### src/rtl/ccfg_pkg.sv
// Constants for the clock source configuration control block
`default_nettype none
package ccfg_pkg;
  // ------------------------------------------------------------
  // Register map
  // ------------------------------------------------------------
  localparam logic [7:0] CCFG_ADDR_CLOCK_CONFIGURATION = 8'hF8;
  localparam logic [7:0] CCFG_ADDR_PROC_STATUS = 8'hFF;
  localparam logic [7:0] CCFG_CLOCK_CONFIGURATION_RESET = 8'h00;
  localparam logic [7:0] CCFG_ZERO_BYTE = 8'h00;
  // Every bit of the clock configuration register is writable
  localparam logic [7:0] CCFG_RESERVED_MASK = 8'hFF;
  localparam logic [7:0] CCFG_AUX_PORT_ADDR = 8'h02;
  // ------------------------------------------------------------
  // Field positions
  // ------------------------------------------------------------
  localparam int CCFG_BIT_EXT_OSC = 0;
  localparam int CCFG_BIT_CLK_OUT_DIS = 1;
  localparam int CCFG_BIT_PRECISION_USB = 2;
  localparam int CCFG_BIT_LV_RST_DIS = 3;
  localparam int CCFG_WAKE_LSB = 4;
  localparam int CCFG_WAKE_MSB = 6;
  localparam int CCFG_BIT_RESUME_DELAY = 7;
  localparam int CCFG_AUX_BIT_XTAL = 1;
  // ------------------------------------------------------------
  // Timing
  // ------------------------------------------------------------
  localparam int CCFG_CLK_MHZ = 200;
  localparam int CCFG_SHORT_DELAY_US = 128;
  localparam int CCFG_LONG_DELAY_MS = 4;
  localparam int CCFG_INT_DELAY_US = 8;
  localparam int CCFG_INT_START_US = 1;
  localparam int CCFG_SHORT_CYCLES = CCFG_SHORT_DELAY_US * CCFG_CLK_MHZ;
  localparam int CCFG_LONG_CYCLES = CCFG_LONG_DELAY_MS * 1000 * CCFG_CLK_MHZ;
  localparam int CCFG_INT_CYCLES = (CCFG_INT_DELAY_US + CCFG_INT_START_US) * CCFG_CLK_MHZ;
  localparam int CCFG_CNT_W = 20;
  localparam logic [CCFG_CNT_W-1:0] CCFG_CNT_ONE = 20'h00001;
  localparam logic [CCFG_CNT_W-1:0] CCFG_CNT_ZERO = 20'h00000;
  // ------------------------------------------------------------
  // Sequencer states
  // ------------------------------------------------------------
  typedef enum logic [2:0] {
    CCFG_RUN,
    CCFG_OSC_START,
    CCFG_RESUME_WAIT,
    CCFG_SUSPENDED
  } ccfg_state_e;
endpackage
`default_nettype wire

### src/rtl/ccfg_clock_source_config_control.sv
// Clock configuration register, port access and clock switch sequencer
`default_nettype none
module ccfg_clock_source_config_control
  import ccfg_pkg::*;
#(
  parameter int LONG_CYCLES = ccfg_pkg::CCFG_LONG_CYCLES // 4 ms hold-off
) (
  input wire logic ref_clk, // System clock, 200 MHz
  input wire logic reset, // Async, active high; low-voltage or brown-out
  input wire logic watchdog_reset_event, // One-cycle watchdog reset pulse
  input wire logic port_read_instruction, // Port read strobe
  input wire logic port_write_instruction, // Direct port write strobe
  input wire logic indexed_port_write_instruction, // Indexed port write strobe
  input wire logic [7:0] instr_addr, // Address carried in instruction
  input wire logic [7:0] index_reg, // Index register contents
  input wire logic [7:0] acc_in, // Accumulator value to write
  input wire logic suspend_req, // Enter suspend
  input wire logic wake_req, // Wake from suspend
  input wire logic ext_osc_stable, // External oscillator stable
  input wire logic crystal_input_pin, // Crystal input level
  output logic [7:0] read_data, // Data to accumulator
  output logic cpu_stall, // Holds CPU
  output logic ext_osc_en, // External oscillator enable
  output logic int_osc_en, // Internal oscillator enable
  output logic clk_sel_ext, // Chip clock from external source
  output logic crystal_output_pin, // Crystal output drive level
  output logic crystal_output_oe_n, // Low while driven
  output logic crystal_input_pulldown, // Weak pull-down enable
  output logic auxiliary_port_bit_one, // Crystal input level as aux port bit, zero while select bit set
  output logic usb_tune_en, // Precision USB tuning enable
  output logic low_voltage_reset_circuit_en, // Low-voltage reset circuit enable
  output logic [2:0] wake_timer_adjust // Wake-up timer period select
);
  import ccfg_pkg::*;

  logic [7:0] clock_configuration;
  ccfg_state_e state;
  logic [CCFG_CNT_W-1:0] cnt;
  logic ext_mode;
  logic int_clk;
  logic wr_any;
  logic [7:0] wr_addr;
  logic [7:0] next_wr_data;

  // ----------------------------------------------------------
  // Port write decode
  // ----------------------------------------------------------
  // Indexed write adds index to instruction address, wraps in 8 bits
  assign wr_addr = indexed_port_write_instruction ?
                   8'(instr_addr + index_reg) : instr_addr;
  assign wr_any = port_write_instruction | indexed_port_write_instruction;
  // Write mask keeps every bit; a bit made reserved later is cleared here
  assign next_wr_data = acc_in & CCFG_RESERVED_MASK;

  // ----------------------------------------------------------
  // Clock configuration register
  // ----------------------------------------------------------
  // Watchdog clears the register like any reset, but the running mode is kept
  always_ff @(posedge ref_clk or posedge reset) begin
    if (reset) begin
      clock_configuration <= CCFG_CLOCK_CONFIGURATION_RESET;
    end else if (watchdog_reset_event) begin
      clock_configuration <= CCFG_CLOCK_CONFIGURATION_RESET;
    end else if (wr_any && wr_addr == CCFG_ADDR_CLOCK_CONFIGURATION) begin
      clock_configuration <= next_wr_data;
    end
  end

  // ----------------------------------------------------------
  // Read path
  // ----------------------------------------------------------
  // Unmapped addresses read zero; other registers live elsewhere
  always_ff @(posedge ref_clk or posedge reset) begin
    if (reset) begin
      read_data <= CCFG_ZERO_BYTE;
    end else if (port_read_instruction) begin
      if (instr_addr == CCFG_ADDR_CLOCK_CONFIGURATION) begin
        read_data <= clock_configuration;
      end else if (instr_addr == CCFG_AUX_PORT_ADDR) begin
        read_data <= {6'h00, auxiliary_port_bit_one, 1'b0};
      end else begin
        read_data <= CCFG_ZERO_BYTE;
      end
    end
  end

  // ----------------------------------------------------------
  // Clock switch sequencer
  // ----------------------------------------------------------
  // A write of one to the select bit starts a switch only from internal mode
  always_ff @(posedge ref_clk or posedge reset) begin
    if (reset) begin
      state <= CCFG_RUN;
      ext_mode <= 1'b0;
      cnt <= CCFG_CNT_ZERO;
    end else begin
      case (state)
        CCFG_RUN: begin
          if (wr_any && wr_addr == CCFG_ADDR_CLOCK_CONFIGURATION
              && acc_in[CCFG_BIT_EXT_OSC] && !ext_mode
              && !watchdog_reset_event) begin // Watchdog drops the write, so no switch
            state <= CCFG_OSC_START;
            ext_mode <= 1'b1;
          end else if (suspend_req) begin
            state <= CCFG_SUSPENDED;
          end
        end
        CCFG_OSC_START: begin
          if (ext_osc_stable) begin
            // Delay starts only once the oscillator is stable
            state <= CCFG_RESUME_WAIT;
            cnt <= clock_configuration[CCFG_BIT_RESUME_DELAY] ?
                   CCFG_CNT_W'(LONG_CYCLES) : CCFG_CNT_W'(CCFG_SHORT_CYCLES);
          end
        end
        CCFG_RESUME_WAIT: begin
          if (cnt <= CCFG_CNT_ONE) begin
            state <= CCFG_RUN;
            cnt <= CCFG_CNT_ZERO;
          end else begin
            cnt <= cnt - CCFG_CNT_ONE;
          end
        end
        CCFG_SUSPENDED: begin
          if (wake_req) begin
            // Wake picks the mode from the stored select bit
            ext_mode <= clock_configuration[CCFG_BIT_EXT_OSC];
            if (clock_configuration[CCFG_BIT_EXT_OSC]) begin
              state <= CCFG_OSC_START;
            end else begin
              state <= CCFG_RESUME_WAIT;
              cnt <= CCFG_CNT_W'(CCFG_INT_CYCLES);
            end
          end
        end
        default: begin
          state <= CCFG_RUN;
        end
      endcase
    end
  end

  // Internal clock selected whenever external mode is not latched; its oscillator is off in suspend
  assign int_clk = !ext_mode;

  // ----------------------------------------------------------
  // Registered outputs
  // ----------------------------------------------------------
  // All pin and control outputs come from flops to keep them glitch-free
  always_ff @(posedge ref_clk or posedge reset) begin
    if (reset) begin
      cpu_stall <= 1'b0;
      ext_osc_en <= 1'b0;
      int_osc_en <= 1'b1;
      clk_sel_ext <= 1'b0;
      crystal_output_pin <= 1'b0;
      crystal_output_oe_n <= 1'b0;
      crystal_input_pulldown <= 1'b1;
      auxiliary_port_bit_one <= 1'b0;
      usb_tune_en <= 1'b0;
      low_voltage_reset_circuit_en <= 1'b1;
      wake_timer_adjust <= 3'h0;
    end else begin
      cpu_stall <= (state != CCFG_RUN);
      ext_osc_en <= ext_mode && state != CCFG_SUSPENDED;
      int_osc_en <= int_clk && state != CCFG_SUSPENDED;
      clk_sel_ext <= ext_mode && state != CCFG_OSC_START;
      // Output disable ignored when external oscillator runs
      crystal_output_pin <= int_clk && clock_configuration[CCFG_BIT_CLK_OUT_DIS];
      crystal_output_oe_n <= ext_mode;
      crystal_input_pulldown <= !clock_configuration[CCFG_BIT_EXT_OSC];
      auxiliary_port_bit_one <= !clock_configuration[CCFG_BIT_EXT_OSC] && crystal_input_pin;
      usb_tune_en <= int_clk && clock_configuration[CCFG_BIT_PRECISION_USB];
      // Low-voltage reset is also off in suspend to save power
      low_voltage_reset_circuit_en <= !clock_configuration[CCFG_BIT_LV_RST_DIS]
                                      && state != CCFG_SUSPENDED;
      wake_timer_adjust <= clock_configuration[CCFG_WAKE_MSB:CCFG_WAKE_LSB];
    end
  end

  // ----------------------------------------------------------
  // Assertions
  // ----------------------------------------------------------
  reset_clears_cfg_a: assert property (@(posedge ref_clk)
    $fell(reset) |-> clock_configuration == CCFG_CLOCK_CONFIGURATION_RESET)
    else $error("config not zero after reset");
  direct_write_a: assert property (@(posedge ref_clk) disable iff (reset)
    port_write_instruction && !indexed_port_write_instruction && !watchdog_reset_event
    && instr_addr == CCFG_ADDR_CLOCK_CONFIGURATION
    |=> clock_configuration == ($past(acc_in) & CCFG_RESERVED_MASK))
    else $error("direct write not stored");
  indexed_write_a: assert property (@(posedge ref_clk) disable iff (reset)
    indexed_port_write_instruction && !watchdog_reset_event
    && 8'(instr_addr + index_reg) == CCFG_ADDR_CLOCK_CONFIGURATION
    |=> clock_configuration == ($past(acc_in) & CCFG_RESERVED_MASK))
    else $error("indexed write not stored");
  read_back_a: assert property (@(posedge ref_clk) disable iff (reset)
    port_read_instruction && instr_addr == CCFG_ADDR_CLOCK_CONFIGURATION
    |=> read_data == $past(clock_configuration))
    else $error("read data mismatch");
  watchdog_clear_a: assert property (@(posedge ref_clk) disable iff (reset)
    watchdog_reset_event
    |=> !clock_configuration[CCFG_BIT_EXT_OSC] && $stable(ext_mode))
    else $error("watchdog handling wrong");
  no_restart_a: assert property (@(posedge ref_clk) disable iff (reset)
    state == CCFG_RUN && ext_mode |=> state != CCFG_OSC_START)
    else $error("switch restarted while external");
  stall_follows_a: assert property (@(posedge ref_clk) disable iff (reset)
    state != CCFG_RUN |=> cpu_stall)
    else $error("cpu not stalled during switch");
  clear_keeps_mode_a: assert property (@(posedge ref_clk) disable iff (reset)
    ext_mode && state != CCFG_SUSPENDED |=> ext_mode)
    else $error("left external mode outside wake");
  short_delay_a: assert property (@(posedge ref_clk) disable iff (reset)
    state == CCFG_OSC_START && ext_osc_stable && !clock_configuration[CCFG_BIT_RESUME_DELAY]
    |=> cnt == CCFG_CNT_W'(CCFG_SHORT_CYCLES))
    else $error("short resume delay wrong");
  int_wake_a: assert property (@(posedge ref_clk) disable iff (reset)
    state == CCFG_SUSPENDED && wake_req && !clock_configuration[CCFG_BIT_EXT_OSC]
    |=> cnt == CCFG_CNT_W'(CCFG_INT_CYCLES) && !ext_mode)
    else $error("internal wake delay wrong");
  clkout_high_a: assert property (@(posedge ref_clk) disable iff (reset)
    !ext_mode && clock_configuration[CCFG_BIT_CLK_OUT_DIS] |=> crystal_output_pin)
    else $error("crystal output not high");

  switch_cover_c: cover property (@(posedge ref_clk) disable iff (reset)
    state == CCFG_RESUME_WAIT ##1 state == CCFG_RUN && ext_mode);
  wake_int_cover_c: cover property (@(posedge ref_clk) disable iff (reset)
    state == CCFG_SUSPENDED && wake_req && !clock_configuration[CCFG_BIT_EXT_OSC]);
  watchdog_cover_c: cover property (@(posedge ref_clk) disable iff (reset)
    watchdog_reset_event && ext_mode);
  ext_wake_cover_c: cover property (@(posedge ref_clk) disable iff (reset)
    state == CCFG_SUSPENDED && wake_req && clock_configuration[CCFG_BIT_EXT_OSC]);
endmodule
`default_nettype wire

### config.mk
export PLATFORM = sky130hd
export DESIGN_NAME = ccfg_clock_source_config_control
export DESIGN_NICKNAME = d
export VERILOG_FILES = /design/src/rtl/ccfg_pkg.sv /design/src/rtl/ccfg_clock_source_config_control.sv
export SDC_FILE = /design/constraint.sdc
export NUM_CORES = 1
export LEC_CHECK = 0
export BUFFER_PORTS_ARGS = -buffer_cell sky130_fd_sc_hd__buf_2
export CORE_AREA = 2 2 89 91
export CTS_CLUSTER_SIZE = 14
export DETAILED_ROUTE_END_ITERATION = 10
export DIE_AREA = 0 0 91 93
export PLACE_DENSITY_LB_ADDON = 0.25
export SYNTH_ARGS = -nofsm -noshare
export SYNTH_HDL_FRONTEND = slang
export SYNTH_SLANG_ARGS = --single-unit
export TNS_END_PERCENT = 1
### constraint.sdc
create_clock -name ref_clk -period 2.49 [get_ports ref_clk]
set_input_delay 0.249 -clock ref_clk [delete_from_list [all_inputs] [get_ports ref_clk]]
set_output_delay 0.249 -clock ref_clk [all_outputs]
set_load 0.01 [all_outputs]
After elaboration in Yosys (flattened, before gate mapping)
Cells that the tools add are included.

operators by class
  add/sub/neg operators = 2
  $lt $le $gt $ge = 1
  eq/ne operators = 14
  muxes and demuxes = 21
  bitwise gates (word level) = 1
  reductions and logical operators = 23

operator list
  cell                   count
  $mux 20                5
  $pmux 20 s3            1
  $mux 8                 4
  $le 20x1->1 const B    1
  $sub 20x1->20 const B  1
  $eq 8x8->1 const B     2
  $mux 3                 5
  $pmux 3 s4             1
  $logic_and 1x1->1      11
  $ne 2x2->1 const B     5
  $add 8x8->8            1
  $eq 8x2->1 const B     1
  $reduce_and 4->1       2
  $eq 3x2->1 const B     2
  $reduce_bool 3->1      2
  $logic_not 1->1        4
  $mux 2                 2
  $reduce_bool 2->1      2
  $eq 3x1->1 const B     1
  $logic_not 3->1        1
  $ne 3x1->1 const B     1
  $ne 3x2->1 const B     1
  $ne 3x3->1 const B     1
  $reduce_and 3->1       1
  other kinds (3)        4

storage, ports and cells
  register bits after elaboration = 53
  input port bits = 34
  output and inout bits = 21
  word-level logic and storage cells = 78

Longest topological paths before layout
  depth in word-level cells = 9
  depth in mapped cells = 9
  depth with buffers taken out = 8

Least setup slack after synthesis
OpenSTA, ideal clock, no wires.

  path kind = flip-flop to flip-flop
  start = register cnt[10]
  end = register cnt[12]
  library setup time = 0.121 ns
  data arrival time = 2.287 ns
  data required time = 2.369 ns
  path slack = 0.082 ns
  cell stages (with the launch flop) = 9
  path buffers = 3
  clock period less this slack = 2.408 ns
  cells stage by stage = dfrtp_1 or4_1 buf_2 or4_4 buf_6 o21ai_4 buf_6 o31ai_2 a22o_1

between the ends
  longest elaborated chain between the ends = 3
  elaborated cells between the ends (all ways) = 4
  classes of those cells = add/sub (1); order compare (1); mux (2)

ends and longest elaborated chain
  what                                          RTL line                                                                          RTL
  start, declared                               ccfg_clock_source_config_control.sv:38                                            logic [CCFG_CNT_W-1:0] cnt;
  start signal, assigned                        ccfg_clock_source_config_control.sv:112                                           cnt <= clock_configuration[CCFG_BIT_RESUME_DELAY] ?
  start signal, assigned                        ccfg_clock_source_config_control.sv:121                                           cnt <= cnt - CCFG_CNT_ONE;
  start signal, assigned                        ccfg_clock_source_config_control.sv:132                                           cnt <= CCFG_CNT_W'(CCFG_INT_CYCLES);
  $sub 20x1->20 or $le 20x1->1 (tied branches)  ccfg_clock_source_config_control.sv:121, ccfg_clock_source_config_control.sv:117
  $mux 20 *                                     ccfg_clock_source_config_control.sv:117                                           if (cnt <= CCFG_CNT_ONE) begin
  $pmux 20 s3 *                                 ccfg_clock_source_config_control.sv:97                                            case (state)

Every way passes the cells marked *; elsewhere a longest branch is shown, timed or not.
A chain may end at the register's enable or synchronous reset.

Worst setup path in the final report
  start = register cnt[13]
  end = register cnt[13]

Same word-level chain as after synthesis.

==> results.ini <==
[outcome]
status=completed

[cts]
clock_sinks=52
tritoncts=yes
cts_resized=0
clk_latency_ns=0.31
clk_pin_slew_ns=0.11
clockBufferDepth=2
numCtsBuffers=5
htreeDepth=2
clock-root-buffer=clkbuf_8

[placed_design]
place.gp.congestion=0.800
port_buffers=54
place_inst=453
dp_hpwl_mm=4.68

[grt]
grt_pass1_vias=2376
track_usage=0.158
antenna_found_initial=0
grt_pass1_wl_mm=10.8
grt_remaining_overflow=0
grt_max_degree=21

[finish]
diodes=0
stdcell_count=464
area_growth_pct=19.5
final_layout_size_suffix_gt1_frac=0.246
final_cell_mix=buf_2 (54), dfrtp_1 (49), o21ai_0 (29)
final_nets=405
mostFrequentLayoutCell=buf_2

[sta]
skew_ns=0.0101
fin_setup_tns_ns=0
final_hold_viol_count=0
fin_crit_sh=0.927
slew-limit-headroom=0.633
fmax_mhz=433
setup_viol=0
finalCriticalPeriod_ns=2.31
worstMarginPinSlew_ns=0.543
maxSlewViolCount=0
rsz0062_at_grt=false

[logic_synthesis]
syn-cell-area_sq_um=2820
yosysWarnings=0
synth_nets=340
postSynthAreaPerCell_sq_um=9.54
async_flop_share=1.00
synth-seq-cells=52
synth_flop_cell=dfrtp_1
synth_edf_count=0
ys_seq_area_frac=0.462
synth_cell_types=49
synth_cells=296

[setup_path]
cp.arrival_ns=2.52
cp.buffers_inverters=1
cpMaxStageDelayCell=or4_4
required_ns=2.70
path_cells=or4_1, or4_4, o21ai_4, buf_4, o21ai_0, a22o_1
crit_fanout=5
worstSetupStartpointType=flop
cp_top_family=simple AND/OR/NAND/NOR gates
crit_type=reg -> reg
cp.depth=6
max_stage_delay_ns=0.55
reg2reg_depth=6
cp-end-kind=flop

[route]
antenna_left=0
vias=2423
viasPerCell=5.22
routed_wl_mm=6.42
first_pass_iters=4
drc=0
drtIter0Drc=131
wl_per_cell_um=13.8

[die]
ios=55
rows=32
die_h_um=93
die_w_um=91
core_sq_um=7530
dieArea_sq_um=8460
start_util=0.375

[min_path]
hold_depth=2
hp-class=in -> reg

[job]
cap_viol_max_count=0

[power]
max-vdd-ir-drop_mv=0.266
power.density_nw_per_um2=657
p_leak_nw=1.56

-- final cells by class --
| cell class | count | area [sq um] |
|---|---|---|
| Clock buffer | 5 | 68.8 |
| Clock inverter | 3 | 27.5 |
| Fill cell | 771 | 4150 |
| Inverter | 12 | 45.0 |
| Multi-Input combinational cell | 219 | 1400 |
| Sequential cell | 52 | 1310 |
| Tap cell | 102 | 128 |
| Timing Repair Buffer | 71 | 400 |
-- path summary, 6_finish.rpt --
check | startpoint | to | slack [ns]
hold / removal | crystal_input_pin | auxiliary_port_bit_one | 0.16
setup / recovery | cnt[13] | cnt[13] | 0.18
min in group asynchronous | reset | read_data[2] | 0.44
max in group asynchronous | reset | crystal_input_pulldown | 1.40
setup reg to reg | cnt[13] | cnt[13] | 0.18
hold reg to reg | clock_configuration[5] | wake_timer_adjust[1] | 0.42
-- through the flow --
step / hold WS [ns] / area (sq um) / total power [mW] / util / setup slack [ns]
final: 0.164 / 3370 / 2.22 / 0.448 / 0.182
after global routing: 0.172 / 3370 / 2.37 / 0.448 / 0.0822
after CTS: 0.158 / 3360 / 2.23 / 0.446 / 0.0671
after detailed placement: 0.244 / 3250 / 1.71 / 0.432 / 0.00342
after global placement: 0.243 / 3250 / 1.70 / 0.432 / 0.0463
after floorplan: 0.356 / 2820 / 1.53 / - / 0.0818
-- cells by family (layout without fill, tap and decap cells) --
family,count (synthesis),after routing,share of synthesized area
buffers and inverters,25,91,0.0417
XOR/XNOR,7,7,0.0217
adder cells (fa/ha/maj),10,10,0.0470
AND/OR/NAND/NOR,107,107,0.197
AO/OA/AOI/OAI,86,86,0.199
multiplexers,9,9,0.0319
flip-flops,52,52,0.462
-- worst register-to-register path: stages (launching register included) --
cell,delay (ns)
dfrtp_1,0.40
or4_1,0.53
or4_4,0.55
o21ai_4,0.21
buf_4,0.19
o21ai_0,0.09
a22o_1,0.24
-- cells in the mapped netlist (2+ instances only) --
library cell,n,share of area
a22o_1,5,0.016
xnor2_1,6,0.019
a21boi_0,2,0.0053
o41ai_1,6,0.019
o21ai_0,29,0.051
a21oi_1,14,0.025
nand3_1,11,0.020
nand4b_1,2,0.0062
a211oi_1,4,0.011
mux2i_1,9,0.032
a21o_1,2,0.0053
o22ai_1,2,0.0044
o31ai_1,3,0.0080
dfrtp_1,49,0.43
nand2b_1,22,0.049
clkbuf_1,8,0.011
nand2_1,17,0.023
o21ai_1,4,0.0071
o32a_1,2,0.0071
nor4_1,6,0.013
nor2b_1,3,0.0066
nand4_1,3,0.0066
nor3_1,6,0.011
ha_1,9,0.040
or3_1,5,0.011
a31oi_1,3,0.0066
nor2_1,26,0.035
inv_1,12,0.016
o21bai_1,2,0.0053
dfstp_2,3,0.028
buf_6,3,0.012
-- metal layers --
| layer | routed length [um] | global-route usage | vias to the layer above |
|---|---|---|---|
| li1 | - | - | 1198 |
| met1 | 2960 | 0.210 | 1153 |
| met2 | 2990 | 0.252 | 68 |
| met3 | 384 | 0.0395 | 4 |
| met4 | 78 | 0.0530 | 0 |
| met5 | 0 | 0 | - |
-- where the power goes --
| group | switching, mW | internal [mW] |
|---|---|---|
| registers | 0.130 | 0.981 |
| logic | 0.317 | 0.276 |
| clock network | 0.306 | 0.207 |
| total | 0.753 | 1.46 |
-- repair_timing --
action | in CTS | in global routing
endpoints found under the hold margin | 16 | 0
endpoints found under the setup margin | 0 | 5
hold buffers | 1 | 0
setup buffers | 0 | 2
-- state kept, by name, summed over array words and instances, names as in the netlist --
register                      cells
cnt                              20
clock_configuration               8
read_data                         8
wake_timer_adjust                 3
state                             2
auxiliary_port_bit_one            1
clk_sel_ext                       1
cpu_stall                         1
crystal_input_pulldown            1
crystal_output_oe_n               1
crystal_output_pin                1
ext_mode                          1
ext_osc_en                        1
int_osc_en                        1
low_voltage_reset_circuit_en      1
usb_tune_en                       1
No activity file was read; power rests on OpenSTA's default activity.
